### src/inc/dtp_map.svh
`ifndef DTP_MAP_SVH
`define DTP_MAP_SVH
// register offsets
`define DTP_OFS_CTRL 16'hfe18
`define DTP_OFS_PRE 16'hfe19
`define DTP_OFS_LCNT 16'hfe1a
`define DTP_OFS_HCNT 16'hfe1b
`define DTP_OFS_LDATA 16'hfe1c
`define DTP_OFS_HDATA 16'hfe1d
// timer_control fields
`define DTP_B_HRUN 7
`define DTP_B_LRUN 6
`define DTP_B_CASC 5
`define DTP_B_MODE 4
`define DTP_B_HFLAG 3
`define DTP_B_HIE 2
`define DTP_B_LFLAG 1
`define DTP_B_LIE 0
// prescaler_control fields: high nibble high byte, low nibble low byte
`define DTP_B_HPRE_LSB 4
`define DTP_B_LPRE_LSB 0
// reset values
`define DTP_RST_CTRL 8'h00
`define DTP_RST_PRE 8'h00
`define DTP_RST_DATA 8'h00
// values with fixed meaning
`define DTP_FULL 8'hff
`define DTP_ZERO 8'h00
`endif

### src/inc/dtp_pkg.sv
package dtp_pkg;
  typedef logic [7:0] dtp_byte_t;
  typedef logic [3:0] dtp_pre_t;
  // counting arrangement, index {cascade, output mode}
  typedef enum logic [1:0] {DTP_M_TOG, DTP_M_PWM, DTP_M_CASC, DTP_M_CASC_PWM} dtp_mode_t;

  // last prescaler count for enable/field: 0 means divide by 1
  function automatic dtp_byte_t dtp_div_last(input dtp_pre_t sel);
    dtp_div_last = sel[3] ? (8'hff >> (3'h7 - sel[2:0])) : 8'h00;
  endfunction
endpackage

### src/inc/dtp_byte_if.sv
interface dtp_byte_if;
  import dtp_pkg::*;
  logic run;
  logic base_tick;
  logic clr_on_match;
  dtp_pre_t pre_sel;
  dtp_byte_t match_data;
  dtp_byte_t cnt;
  dtp_byte_t buf_val;
  logic match_ev;
  logic ovf_ev;
  logic zero_ev;
  modport ctl (output run, output base_tick, output clr_on_match, output pre_sel, output match_data,
    input cnt, input buf_val, input match_ev, input ovf_ev, input zero_ev);
  modport chan (input run, input base_tick, input clr_on_match, input pre_sel, input match_data,
    output cnt, output buf_val, output match_ev, output ovf_ev, output zero_ev);
endinterface

### src/logic/dtp_byte.sv
`include "dtp_map.svh"
module dtp_byte
  import dtp_pkg::*;
(
  input wire logic clock,
  input wire logic nrst,
  dtp_byte_if.chan bi
);
  dtp_pre_t pre_act_r;
  dtp_byte_t pre_cnt_r;
  dtp_byte_t cnt_r;
  dtp_byte_t buf_r;
  logic tick;
  logic hit;

  assign tick = bi.run && bi.base_tick && (pre_cnt_r == dtp_div_last(pre_act_r));
  assign hit = (cnt_r == buf_r);
  assign bi.cnt = cnt_r;
  assign bi.buf_val = buf_r;
  assign bi.match_ev = tick && hit;
  assign bi.ovf_ev = tick && (cnt_r == `DTP_FULL);
  // reaching zero: wrap from full or clear on match
  assign bi.zero_ev = tick && ((hit && bi.clr_on_match) || cnt_r == `DTP_FULL);

  // new prescale only at buffer reload, so a period is never cut short
  always_ff @(posedge clock or negedge nrst) begin
    if (!nrst) pre_act_r <= 4'h0;
    else if (!bi.run || bi.zero_ev) pre_act_r <= bi.pre_sel;
  end

  // prescaler restarts with the counter
  always_ff @(posedge clock or negedge nrst) begin
    if (!nrst) pre_cnt_r <= 8'h00;
    else if (!bi.run || tick) pre_cnt_r <= 8'h00;
    else if (bi.base_tick) pre_cnt_r <= pre_cnt_r + 8'h01;
  end

  // counter: held at zero while stopped
  always_ff @(posedge clock or negedge nrst) begin
    if (!nrst) cnt_r <= 8'h00;
    else if (!bi.run) cnt_r <= 8'h00;
    else if (tick) cnt_r <= (hit && bi.clr_on_match) ? 8'h00 : cnt_r + 8'h01;
  end

  // match buffer: follows data while stopped, reloads at zero
  always_ff @(posedge clock or negedge nrst) begin
    if (!nrst) buf_r <= `DTP_RST_DATA;
    else if (!bi.run || bi.zero_ev) buf_r <= bi.match_data;
  end
endmodule

### src/logic/dtp_top.sv
// The strobed register port was chosen for this implementation.
`include "dtp_map.svh"
module dtp_top
  import dtp_pkg::*;
(
  input wire logic clock,
  input wire logic nrst,
  input wire logic [15:0] addr,
  input wire logic [7:0] wdata,
  input wire logic wr,
  input wire logic rd,
  output logic [7:0] rdata,
  output logic low_output_pin,
  output logic high_output_pin,
  output logic irq
);
  dtp_byte_t timer_control_r;
  dtp_byte_t prescaler_control_r;
  dtp_byte_t low_match_data_r;
  dtp_byte_t high_match_data_r;
  dtp_byte_t rdata_r;
  logic half_r;
  logic low_pin_r;
  logic high_pin_r;
  logic irq_r;
  logic high_base;
  logic low_flag_nxt;
  logic high_flag_nxt;
  dtp_mode_t mode;

  dtp_byte_if lo_if();
  dtp_byte_if hi_if();

  // control fields
  logic high_run_control;
  logic low_run_control;
  logic cascade_select;
  logic output_mode_select;
  logic high_match_flag;
  logic high_irq_enable;
  logic low_match_flag;
  logic low_irq_enable;

  assign high_run_control = timer_control_r[`DTP_B_HRUN];
  assign low_run_control = timer_control_r[`DTP_B_LRUN];
  assign cascade_select = timer_control_r[`DTP_B_CASC];
  assign output_mode_select = timer_control_r[`DTP_B_MODE];
  assign high_match_flag = timer_control_r[`DTP_B_HFLAG];
  assign high_irq_enable = timer_control_r[`DTP_B_HIE];
  assign low_match_flag = timer_control_r[`DTP_B_LFLAG];
  assign low_irq_enable = timer_control_r[`DTP_B_LIE];
  assign mode = dtp_mode_t'({cascade_select, output_mode_select});

  // write decode shared by several registers
  function automatic logic wr_hit(input logic w, input logic [15:0] a, input logic [15:0] ofs);
    wr_hit = w && (a == ofs);
  endfunction

  // divide-by-two reference, free running so both bytes share phase
  always_ff @(posedge clock or negedge nrst) begin
    if (!nrst) half_r <= 1'b0;
    else half_r <= ~half_r;
  end

  // low byte hookup
  assign lo_if.run = low_run_control;
  assign lo_if.base_tick = output_mode_select ? 1'b1 : half_r;
  assign lo_if.clr_on_match = !output_mode_select;
  assign lo_if.pre_sel = prescaler_control_r[`DTP_B_LPRE_LSB +: 4];
  assign lo_if.match_data = low_match_data_r;

  // high byte source: own clock, or the low period when cascaded
  always_comb begin
    case (mode)
      DTP_M_TOG: high_base = half_r;
      DTP_M_PWM: high_base = 1'b1;
      DTP_M_CASC: high_base = lo_if.match_ev;
      DTP_M_CASC_PWM: high_base = lo_if.ovf_ev;
      default: high_base = 1'b0;
    endcase
  end

  assign hi_if.run = high_run_control;
  assign hi_if.base_tick = high_base;
  assign hi_if.clr_on_match = (mode != DTP_M_PWM);
  assign hi_if.pre_sel = prescaler_control_r[`DTP_B_HPRE_LSB +: 4];
  assign hi_if.match_data = high_match_data_r;

  dtp_byte u_low (
    .clock(clock),
    .nrst(nrst),
    .bi(lo_if.chan)
  );

  dtp_byte u_high (
    .clock(clock),
    .nrst(nrst),
    .bi(hi_if.chan)
  );

  // flags: a zero event in the clearing cycle wins
  always_comb begin
    low_flag_nxt = low_match_flag;
    high_flag_nxt = high_match_flag;
    if (wr_hit(wr, addr, `DTP_OFS_CTRL)) begin
      low_flag_nxt = low_match_flag && wdata[`DTP_B_LFLAG];
      high_flag_nxt = high_match_flag && wdata[`DTP_B_HFLAG];
    end
    if (low_run_control && lo_if.zero_ev) low_flag_nxt = 1'b1;
    if (high_run_control && hi_if.zero_ev) high_flag_nxt = 1'b1;
  end

  // timer_control: software writing 1 to a flag leaves it as is
  always_ff @(posedge clock or negedge nrst) begin
    if (!nrst) begin
      timer_control_r <= `DTP_RST_CTRL;
    end else begin
      if (wr_hit(wr, addr, `DTP_OFS_CTRL)) begin
        timer_control_r[7:4] <= wdata[7:4];
        timer_control_r[`DTP_B_HIE] <= wdata[`DTP_B_HIE];
        timer_control_r[`DTP_B_LIE] <= wdata[`DTP_B_LIE];
      end
      timer_control_r[`DTP_B_HFLAG] <= high_flag_nxt;
      timer_control_r[`DTP_B_LFLAG] <= low_flag_nxt;
    end
  end

  // prescaler_control; the bytes pick it up at reload time
  always_ff @(posedge clock or negedge nrst) begin
    if (!nrst) prescaler_control_r <= `DTP_RST_PRE;
    else if (wr_hit(wr, addr, `DTP_OFS_PRE)) prescaler_control_r <= wdata;
  end

  // match data registers
  always_ff @(posedge clock or negedge nrst) begin
    if (!nrst) begin
      low_match_data_r <= `DTP_RST_DATA;
      high_match_data_r <= `DTP_RST_DATA;
    end else begin
      if (wr_hit(wr, addr, `DTP_OFS_LDATA)) low_match_data_r <= wdata;
      if (wr_hit(wr, addr, `DTP_OFS_HDATA)) high_match_data_r <= wdata;
    end
  end

  // read data valid only in the cycle after the strobe; unmapped reads zero
  always_ff @(posedge clock or negedge nrst) begin
    if (!nrst) begin
      rdata_r <= 8'h00;
    end else if (rd) begin
      case (addr)
        `DTP_OFS_CTRL: rdata_r <= timer_control_r;
        `DTP_OFS_PRE: rdata_r <= prescaler_control_r;
        `DTP_OFS_LCNT: rdata_r <= lo_if.cnt;
        `DTP_OFS_HCNT: rdata_r <= hi_if.cnt;
        `DTP_OFS_LDATA: rdata_r <= low_match_data_r;
        `DTP_OFS_HDATA: rdata_r <= high_match_data_r;
        default: rdata_r <= 8'h00;
      endcase
    end else begin
      rdata_r <= 8'h00;
    end
  end

  // low pin: fixed levels first, then toggle or pwm edges
  always_ff @(posedge clock or negedge nrst) begin
    if (!nrst) low_pin_r <= 1'b1;
    else if (!low_run_control) low_pin_r <= 1'b1;
    else if (low_match_data_r == `DTP_FULL) low_pin_r <= 1'b0;
    else if (!output_mode_select) begin
      if (lo_if.match_ev) low_pin_r <= ~low_pin_r;
    end else begin
      if (lo_if.ovf_ev) low_pin_r <= 1'b0;
      else if (lo_if.match_ev) low_pin_r <= 1'b1;
    end
  end

  // high pin: pwm only when not cascaded
  always_ff @(posedge clock or negedge nrst) begin
    if (!nrst) high_pin_r <= 1'b1;
    else if (!high_run_control) high_pin_r <= 1'b1;
    else if (high_match_data_r == `DTP_FULL) high_pin_r <= 1'b0;
    else if (!output_mode_select || cascade_select) begin
      if (hi_if.match_ev) high_pin_r <= ~high_pin_r;
    end else begin
      if (hi_if.ovf_ev) high_pin_r <= 1'b0;
      else if (hi_if.match_ev) high_pin_r <= 1'b1;
    end
  end

  // one shared request, registered so it is glitch free
  always_ff @(posedge clock or negedge nrst) begin
    if (!nrst) irq_r <= 1'b0;
    else irq_r <= (high_match_flag && high_irq_enable) || (low_match_flag && low_irq_enable);
  end

  assign rdata = rdata_r;
  assign low_output_pin = low_pin_r;
  assign high_output_pin = high_pin_r;
  assign irq = irq_r;
endmodule

### config.mk
export PLATFORM = sky130hd
export DESIGN_NAME = dtp_top
export DESIGN_NICKNAME = d
export VERILOG_FILES = /design/src/inc/dtp_pkg.sv /design/src/inc/dtp_byte_if.sv /design/src/logic/dtp_byte.sv /design/src/logic/dtp_top.sv
export VERILOG_INCLUDE_DIRS = /design/src /design/src/inc
export SDC_FILE = /design/constraint.sdc
export NUM_CORES = 1
export LEC_CHECK = 0
export BUFFER_PORTS_ARGS = -buffer_cell sky130_fd_sc_hd__buf_2
export CAP_MARGIN = 20
export CORE_AREA = 3 3 113 115
export CTS_CLUSTER_SIZE = 12
export DETAILED_ROUTE_END_ITERATION = 8
export DIE_AREA = 0 0 116 118
export PLACE_DENSITY_LB_ADDON = 0.1
export SYNTH_ARGS = -nofsm -noshare
export SYNTH_HDL_FRONTEND = slang
export SYNTH_SLANG_ARGS = --single-unit
export TNS_END_PERCENT = 50
### constraint.sdc
create_clock -name clock -period 6.7 [get_ports clock]
set_input_delay 0.67 -clock clock [delete_from_list [all_inputs] [get_ports clock]]
set_output_delay 0.67 -clock clock [all_outputs]
set_load 0.02 [all_outputs]
==> impl_metrics.py, run 1 <==
metrics = {
    "status": {
        "status": "complete, no violations",
    },
    "clocking": {
        "postCtsSetupRepairBufs": 0,
        "tritoncts": "yes",
        "cts-buffers-inserted": 9,
        "cts_num_sinks": 100,
        "htreeDepth": 3,
        "hold_buffers": 0,
        "cts_resized": 0,
        "cts_buffer_depth": 2,
        "cts_root_buf": "clkbuf_16",
        "clk_pin_slew_ns": 0.07,
        "clk_latency_ns": 0.34,
    },
    "yosys": {
        "synth_cell_types": 54,
        "synthArstFlopShare_pct": 100,
        "synth_edf_count": 0,
        "synth_area_leaders": "dfrtp_1, mux2_2, xnor2_1, nand2_1, mux2i_1",
        "avgSynthCellArea_um2": 10.8,
        "synth_area_mm2": 0.00528,
        "synth_nets": 521,
        "ys_warn_count": 0,
        "ys_seq_elements": 100,
        "synth_common_cells": "dfrtp_1, mux2_2, nand2_1",
        "yosysSeqAreaShare_pct": 47.5,
        "synthFlopType": "dfrtp_1",
        "synth_most_common_cell": "dfrtp_1",
        "post-synth-top-area-cell": "dfrtp_1",
        "syn_inst": 489,
        "yosysTopAreaCellShare_pct": 46.5,
    },
    "placement": {
        "port_buffers": 38,
        "dp_cells": 652,
        "dpl_cell_area_mm2": 0.00555,
        "place.gp.congestion": 0.887,
        "hpwl_um": 9650,
    },
    "sta": {
        "fin_skew_ns": 0.00852,
        "rsz0062_at_grt": "false",
        "whs_ns": 0.269,
        "totalNegativeSetupSlack_ns": 0,
        "setup_viol": 0,
        "final_max_slew_viol_count": 0,
        "finalHoldViolations": 0,
        "finalCriticalPeriod_ns": 3.13,
        "post-route-period-util_pct": 46.7,
        "max_clock_freq_ghz": 0.320,
        "max_slew_margin_pct": 43.5,
        "tightest_slew_ns": 0.847,
    },
    "power": {
        "vdd_drop_max_v": 0.000103,
        "cellLeakagePower_nw": 2.64,
        "p_per_area_mw_per_mm2": 207,
    },
    "drt": {
        "vias": 3890,
        "firstDrtPassIters": 4,
        "via_per_inst": 5.82,
        "antenna_left": 0,
        "highest_layer": "met4",
        "drtIter0Drc": 208,
        "wl_met1_um": 6260,
        "drc": 0,
        "wl_per_cell_um": 19.5,
        "dr_wl_met2_um": 6030,
        "routed_wl_um": 13000,
        "met3_length_um": 451,
    },
    "floorplanning": {
        "fp.dieH_um": 118,
        "die-area_mm2": 0.0137,
        "die_w_um": 116,
        "io_pins": 39,
        "floorplan.initialDensity_pct": 44.3,
        "core_mm2": 0.0119,
        "row_count": 40,
    },
    "critical_path": {
        "crit_path_top_delay_cell": "o31ai_4",
        "crit_family": "simple AND/OR/NAND/NOR gates",
        "crit_required_ns": 6.92,
        "rr_endpoint": "u_high.bi.buf_val[2]$_DFFE_PN0P_",
        "worstPathMaxFanout": 16,
        "rrSetupSlack_ns": 3.57,
        "critPathMaxStageDelay_ns": 0.59,
        "critPathCaptureType": "register",
        "critPathKind": "register to register",
        "crit_top_cell": "and3_1",
        "worst_r2r_path_depth": 8,
        "crit_buf_inv": 0,
        "arrival_ns": 3.35,
        "crit_chain": "ha_1, and3_1, and3_1, and4_1, o2111ai_2, and2_1, o31ai_4, mux2_2",
        "start_kind": "register",
        "worstReg2RegStart": "u_low.bi.cnt[0]$_DFFE_PN0N_",
    },
    "cells_and_area": {
        "final_layout_size_suffix_gt1_share_pct": 24.6,
        "ff_latch_area_mm2": 0.00250,
        "diodes": 0,
        "final_area_mm2": 0.00588,
        "utilization_pct": 49.4,
        "layout.nets": 548,
        "stdcell_count": 668,
        "fillers": 1118,
        "multi_input_area_mm2": 0.00263,
        "area_growth_pct": 11.5,
    },
    "global_routing": {
        "grt_pass1_vias": 3882,
        "antenna_found_initial": 0,
        "overflow": 0,
        "grt_start_max_net_pins": 67,
        "grt.total_usage_pct": 20.4,
        "grt_pass1_wl_um": 21800,
    },
    "worst_hold_path": {
        "worstHoldPathType": "primary input to async pin",
    },
    "run": {
        "cap_violations": 0,
    },
}
## cells in the final DEF (no fill, tap or decap), types with 5 or more instances in the layout
master and count:
a21o_1 6, nor2_1 28, nor2b_1 18, xnor2_1 26, a21boi_0 5, a21oi_1 13, nand2b_1 13, and3_1 10
mux2_2 62, dfrtp_1 98, a222oi_1 8, nand3_1 14, inv_1 7, o21ai_0 21, nand2_1 34, nor3_1 8
clkbuf_16 9, nand4_1 13, mux2i_1 12, buf_2 37
## worst register-to-register path: stages (launching register included)
cell and delay (ns):
dfrtp_1 0.44, ha_1 0.21, and3_1 0.20, and3_1 0.23
and4_1 0.27, o2111ai_2 0.23, and2_1 0.42, o31ai_4 0.60
mux2_2 0.41
## power breakdown
group / internal (W) / switching [W] / leakage (nW)
Clock: 0.000349 / 0.000233 / 0.158
Sequential: 0.000603 / 0.000000159 / 1.38
Combinational: 0.00000985 / 0.0000235 / 1.11
## routing by layer
metal  track usage (%)  up-vias
li1                  -     1841
met1              30.4     1955
met2              30.2       69
met3              3.34       25
met4              6.38        0
met5                 0        -
## cells by family after synthesis
logic type | after synthesis | synth area share, %
compound gates | 88 | 12.1
xor+xnor | 30 | 4.98
fa+ha+maj | 4 | 0.949
buf+inv | 30 | 2.63
flops | 100 | 47.5
mux | 74 | 15.5
simple gates | 163 | 16.4
## registers in the layout, indices dropped and copies added, names as in the netlist
| register | cells |
|---|---|
| half_r | 1 |
| timer_control_r | 8 |
| lo_if.match_data | 8 |
| hi_if.match_data | 8 |
| u_high.pre_cnt_r | 8 |
| irq | 1 |
| rdata | 8 |
| u_low.pre_act_r | 4 |
| prescaler_control_r | 8 |
| u_low.bi.cnt | 8 |
| u_high.bi.buf_val | 8 |
| high_output_pin | 1 |
| u_high.bi.cnt | 8 |
| u_low.pre_cnt_r | 8 |
| u_low.bi.buf_val | 8 |
| low_output_pin | 1 |
| u_high.pre_act_r | 4 |
## metrics by stage
| step | power (W) | setup WS (ns) |
|---|---|---|
| floorplan | 0.000623 | 4.04 |
| global placement | 0.000649 | 3.61 |
| detailed placement | 0.000650 | 3.55 |
| CTS | 0.00123 | 3.56 |
| global route | 0.00126 | 3.38 |
| finish | 0.00122 | 3.57 |
## worst max-delay path by stage
| stage | from | to | slack, ns | cells after the start |
|---|---|---|---|---|
| finish | u_low.bi.cnt[0]$_DFFE_PN0N_ | u_high.bi.buf_val[2]$_DFFE_PN0P_ | 3.57 | 8 |
| global route | u_low.bi.cnt[0]$_DFFE_PN0N_ | u_high.pre_act_r[3]$_DFFE_PN0P_ | 3.38 | 8 |
| CTS | u_low.bi.cnt[0]$_DFFE_PN0N_ | u_high.bi.buf_val[2]$_DFFE_PN0P_ | 3.56 | 8 |
| detailed placement | addr[7] | lo_if.match_data[4]$_DFFE_PN0P_ | 3.55 | 7 |
| global placement | addr[7] | lo_if.match_data[4]$_DFFE_PN0P_ | 3.61 | 7 |
| floorplan | addr[7] | lo_if.match_data[0]$_DFFE_PN0P_ | 4.04 | 6 |
## area by class of cell
| cell class | count | share of cell area [%] |
|---|---|---|
| Timing Repair Buffer | 39 | 3.40 |
| Multi-Input combinational cell | 359 | 44.7 |
| Tap cell | 147 | 3.13 |
| Inverter | 7 | 0.447 |
| Clock buffer | 11 | 4.30 |
| Sequential cell | 100 | 42.6 |
| Clock inverter | 5 | 1.42 |
No activity file was read; power rests on OpenSTA's default activity.
==> run 2, diff against run 1 <==
clock period = 2.9 ns   (was 6.7 ns; I/O delays follow)
==> run 2 against run 1 <==
  * Clock skew decreased by 0.00075 ns
  * Clock-buffer cell count down 2
  * Critical path depth up 1
  * Maximum frequency increased by 12%
  * Cell area is 3.2% higher
  * Non-clock buffer count rose by 25
==> impl_metrics.py, run 2 (synthesis gave the netlist of run 1 again) <==
metrics = {
    "cells_and_area": {
        "final_layout_size_suffix_gt1_share_pct": 27.7,
        "diodes": 0,
        "layout.nets": 573,
        "final_common_cell": "dfrtp_1",
        "stdcell_count": 692,
        "area_growth_pct": 15.1,
        "mostFrequentLayoutCells": "dfrtp_1, mux2_2, buf_2, nand2_1, nor2_1",
    },
    "critical_path": {
        "arrival_ns": 3.01,
        "rrSetupSlack_ns": 0.11,
        "critPathKind": "register to register",
        "crit_required_ns": 3.12,
        "critPathCaptureType": "register",
        "worstPathMaxFanout": 12,
        "start_kind": "register",
    },
    "clocking": {
        "cts_num_sinks": 100,
        "clk_pin_slew_ns": 0.07,
        "hold_buffers": 0,
        "cts_resized": 0,
        "clk_latency_ns": 0.34,
        "cts-buffers-inserted": 9,
        "cts_buffer_depth": 2,
        "htreeDepth": 3,
        "cts_root_buf": "clkbuf_16",
        "postCtsSetupRepairBufs": 0,
        "tritoncts": "yes",
    },
    "sta": {
        "max_clock_freq_ghz": 0.359,
        "finalHoldViolations": 0,
        "tightest_slew_ns": 0.686,
        "rsz0062_at_grt": "false",
        "setup_viol": 0,
        "max_slew_margin_pct": 54.2,
        "fin_skew_ns": 0.00777,
        "finalCriticalPeriod_ns": 2.79,
        "post-route-period-util_pct": 96.2,
        "whs_ns": 0.251,
        "final_max_slew_viol_count": 0,
        "totalNegativeSetupSlack_ns": 0,
    },
    "global_routing": {
        "overflow": 0,
        "grt_pass1_wl_um": 21800,
        "grt_start_max_net_pins": 81,
        "antenna_found_initial": 0,
        "grt.total_usage_pct": 20.5,
        "grt_pass1_vias": 3924,
    },
    "drt": {
        "antenna_left": 0,
        "drc": 0,
        "routed_wl_um": 13300,
        "via_per_inst": 5.76,
        "wl_per_cell_um": 19.2,
        "vias": 3985,
        "firstDrtPassIters": 6,
        "drtIter0Drc": 345,
    },
    "power": {
        "cellLeakagePower_nw": 2.77,
        "p_per_area_mw_per_mm2": 453,
        "vdd_drop_max_v": 0.000289,
    },
    "floorplanning": {
        "floorplan.initialDensity_pct": 44.3,
        "die-area_mm2": 0.0137,
        "core_mm2": 0.0119,
        "row_count": 40,
        "die_w_um": 116,
        "io_pins": 39,
        "fp.dieH_um": 118,
    },
    "worst_hold_path": {
        "worstHoldPathType": "primary input to register",
    },
    "placement": {
        "dp_cells": 675,
        "place.gp.congestion": 0.840,
        "port_buffers": 38,
        "hpwl_um": 9940,
    },
    "run": {
        "cap_violations": 0,
    },
    "status": {
        "status": "complete, no violations",
    },
}
[run 2: worst paths after layout]
path                                                     to                         from  cells past startpoint
setup reg to reg           u_high.bi.buf_val[5]$_DFFE_PN0P_  u_low.bi.cnt[0]$_DFFE_PN0N_                      9
hold reg to reg                            half_r$_DFF_PN0_             half_r$_DFF_PN0_                      1
max in group asynchronous   hi_if.match_data[0]$_DFFE_PN0P_                         nrst                      4
setup / recovery           u_high.bi.buf_val[5]$_DFFE_PN0P_  u_low.bi.cnt[0]$_DFFE_PN0N_                      9
hold / removal              lo_if.match_data[2]$_DFFE_PN0P_                     wdata[2]                      2
min in group asynchronous    u_low.pre_cnt_r[5]$_DFFE_PN0P_                         nrst                      2
[run 2: layout make-up]
class | instances | area, µm²
clock buffer | 9 | 225
clock inverter | 6 | 88.8
fill | 1108 | 5840
inverter | 7 | 26.3
multi-input combinational | 359 | 2630
sequential | 100 | 2500
tap | 147 | 184
timing repair buffer | 64 | 410
[run 2: report_power, final]
group	internal, W	leakage (nW)	switching, W
Clock	0.000753	0.148	0.000518
Sequential	0.00139	1.38	0.000000327
Combinational	0.0000293	1.24	0.0000559
[run 2: worst max-delay path: stages (launching register included)]
cell and delay (ns):
dfrtp_1 0.43, ha_1 0.21, and3_1 0.20, and3_1 0.23, and4_1 0.27, o2111ai_2 0.23
and2_1 0.30, o31ai_4 0.18, buf_4 0.24, mux2_2 0.37
[run 2: stage by stage]
step	instance area [µm²]	util [%]	total power [W]	worst slack, ns
after global placement	5720	48.0	0.00150	0.235
after global routing	6070	51.0	0.00284	0.0214
after CTS	6030	50.7	0.00278	0.125
after detailed placement	5720	48.0	0.00150	0.166
final	6070	51.0	0.00275	0.111
after floorplan	5280	-	0.00144	0.324
[run 2: layer usage]
metal	part of all wire (%)	track usage, %	up-vias
li1	-	-	1885
met1	48	30.8	1982
met2	45	29.8	100
met3	4.2	3.39	18
met4	2.8	7.32	0
met5	0	0	-
==> run 3, diff against run 2 <==
PLACE_DENSITY = 0.67   (was unset)
PLACE_DENSITY_LB_ADDON = unset   (was 0.1)
SLEW_MARGIN = 20   (was unset)
==> run 3 against run 2 <==
  * The flow now finishes with violations (negative hold slack)
  * Power fell by 5.1%
  * Clock power fell by 10%
  * Setup slack improved by 0.14 ns
  * Clock-buffer cell count rose by 1
  * Sequential share of layout area rose by 0.82 points
  * Global-route usage fell by 1.3 points
  * Utilization fell by 1.0 points
  * Combinational power fell by 8.2%
  * Via count rose by 0.98%
  * Sequential cell count did not move
  * First-iteration DRC count fell by 6.1%
  * Critical path type unchanged
  * Critical endpoint is now u_high.bi.buf_val[1]$_DFFE_PN0P_
  * Largest cell class unchanged
  * Highest routed layer unchanged
==> impl_metrics.py, run 3 (synthesis gave the netlist of run 1 again) <==
metrics = {
    "critical_path": {
        "critPathMaxStageDelay_ns": 0.36,
        "worst_r2r_path_depth": 9,
        "arrival_ns": 2.88,
        "critPathCaptureType": "register",
        "worstReg2RegStart": "u_low.bi.cnt[0]$_DFFE_PN0N_",
        "crit_path_top_delay_cell": "dfrtp_1",
        "critPathKind": "register to register",
        "rrSetupSlack_ns": 0.25,
        "start_kind": "register",
        "crit_required_ns": 3.13,
        "crit_chain": "ha_1, and3_1, and3_1, and4_1, o2111ai_2, and2_1, o31ai_4, buf_4, mux2_2",
        "rr_endpoint": "u_high.bi.buf_val[1]$_DFFE_PN0P_",
        "worstPathMaxFanout": 12,
        "crit_top_cell": "and3_1",
    },
    "clocking": {
        "cts_buffer_depth": 2,
        "cts_num_sinks": 100,
        "cts_root_buf": "clkbuf_16",
        "clk_pin_slew_ns": 0.07,
        "postCtsSetupRepairBufs": 0,
        "cts-buffers-inserted": 9,
        "clk_latency_ns": 0.35,
        "tritoncts": "yes",
        "cts_resized": 0,
        "hold_buffers": 0,
        "htreeDepth": 3,
    },
    "sta": {
        "final_max_slew_viol_count": 0,
        "max_clock_freq_ghz": 0.378,
        "tightest_slew_ns": 0.726,
        "setup_viol": 0,
        "fin_skew_ns": 0.00471,
        "max_slew_margin_pct": 51.5,
        "finalCriticalPeriod_ns": 2.65,
        "setup_slack_ns": 0.251,
        "whs_ns": -0.0316,
        "rsz0062_at_grt": "false",
        "totalNegativeSetupSlack_ns": 0,
        "post-route-period-util_pct": 91.3,
        "finalHoldViolations": 47,
    },
    "cells_and_area": {
        "area_growth_pct": 12.8,
        "final_layout_size_suffix_gt1_share_pct": 27.0,
        "diodes": 0,
        "final_area_mm2": 0.00595,
        "utilization_pct": 50.0,
        "mostFrequentLayoutCells": "dfrtp_1, mux2_2, buf_2, nand2_1, nor2_1",
        "final_common_cell": "dfrtp_1",
        "fillers": 1051,
        "layout.nets": 565,
    },
    "power": {
        "seq_power_share_pct": 53.4,
        "power.share.clock_pct": 43.6,
        "p_sw_share_pct": 22.5,
        "cellLeakagePower_nw": 2.70,
        "internal_power_w": 0.00202,
        "vdd_drop_max_v": 0.000257,
        "p_per_area_mw_per_mm2": 439,
        "switching_power_w": 0.000588,
        "combPwrFrac_pct": 3.0,
    },
    "drt": {
        "routed_wl_um": 12600,
        "firstDrtPassIters": 5,
        "via_per_inst": 5.87,
        "drc": 0,
        "vias": 4024,
        "drtIter0Drc": 324,
        "wl_per_cell_um": 18.3,
        "antenna_left": 0,
    },
    "global_routing": {
        "grt_start_max_net_pins": 52,
        "antenna_found_initial": 0,
        "grt_pass1_wl_um": 20600,
        "overflow": 0,
        "grt_pass1_vias": 3881,
        "grt.total_usage_pct": 19.2,
    },
    "placement": {
        "hpwl_um": 9280,
        "place_ws_ns": 0.296,
        "dpl_cell_area_mm2": 0.00568,
        "port_buffers": 38,
        "place.gp.congestion": 0.869,
    },
    "floorplanning": {
        "io_pins": 39,
        "die_w_um": 116,
        "row_count": 40,
        "die-area_mm2": 0.0137,
        "floorplan.initialDensity_pct": 44.3,
        "fp.dieH_um": 118,
        "core_mm2": 0.0119,
    },
    "status": {
        "status": "complete, but fails checks",
        "failed_checks": "negative hold slack",
    },
    "worst_hold_path": {
        "worstHoldPathType": "primary input to async pin",
    },
    "run": {
        "cap_violations": 0,
    },
}
[run 3: final cells by class]
| class | instances | area, µm² | area share [%] |
|---|---|---|---|
| multi-input cells | 359 | 2630 | 44.2 |
| flip-flops and latches | 100 | 2500 | 42.1 |
| repair buffers | 56 | 328 | 5.51 |
| clock buffers | 10 | 239 | 4.01 |
| well taps | 147 | 184 | 3.09 |
| clock inverters | 6 | 38.8 | 0.652 |
| inverters | 7 | 26.3 | 0.441 |
[run 3: stage by stage]
step | hold WS [ns] | power (W) | std cells
floorplan | -0.00559 | 0.00144 | 489
global placement | 0.365 | 0.00150 | 669
detailed placement | 0.372 | 0.00150 | 669
CTS | 0.00121 | 0.00263 | 685
global route | 0.0223 | 0.00269 | 685
finish | -0.0316 | 0.00261 | 685
[run 3: per-layer routing]
| layer | GRT usage, % | routed length (µm) | up-vias | share of wire, % |
|---|---|---|---|---|
| li1 | - | - | 1872 | - |
| met1 | 29.1 | 5900 | 1984 | 47 |
| met2 | 27.7 | 5730 | 146 | 46 |
| met3 | 2.72 | 661 | 22 | 5.3 |
| met4 | 7.54 | 274 | 0 | 2.2 |
| met5 | 0 | 0 | - | 0 |
[run 3: power groups by stage]
stage	Clock (W)	Sequential (W)	Combinational [W]
2_1_floorplan	0	0.00142	0.0000182
3_3_place_gp	0	0.00142	0.0000790
3_5_place_dp	0	0.00142	0.0000807
4_1_cts	0.00115	0.00139	0.0000805
5_1_grt	0.00121	0.00139	0.0000882
6_report	0.00114	0.00139	0.0000782
[run 3: worst max-delay path by stage]
| stage | depth (start not counted) | startpoint | slack (ns) | end |
|---|---|---|---|---|
| finish | 9 | u_low.bi.cnt[0]$_DFFE_PN0N_ | 0.25 | u_high.bi.buf_val[1]$_DFFE_PN0P_ |
| global route | 9 | u_low.bi.cnt[1]$_DFFE_PN0N_ | 0.11 | u_high.bi.buf_val[1]$_DFFE_PN0P_ |
| CTS | 9 | u_low.bi.cnt[0]$_DFFE_PN0N_ | 0.27 | u_high.bi.buf_val[1]$_DFFE_PN0P_ |
| detailed placement | 7 | addr[7] | 0.30 | lo_if.match_data[0]$_DFFE_PN0P_ |
| global placement | 9 | u_low.bi.cnt[1]$_DFFE_PN0N_ | 0.38 | u_high.pre_act_r[0]$_DFFE_PN0P_ |
| floorplan | 10 | u_low.pre_act_r[3]$_DFFE_PN0P_ | 0.32 | u_high.bi.buf_val[2]$_DFFE_PN0P_ |
[run 3: critical path: cells and delay by family (launching register included)]
kind | cells | cell delay (ns)
adders and majority gates | 1 | 0.20
buffers and inverters | 1 | 0.25
muxes | 1 | 0.36
AOI/OAI and AO/OA | 2 | 0.36
and+or+nand+nor | 4 | 1.00
DFF | 1 | 0.36
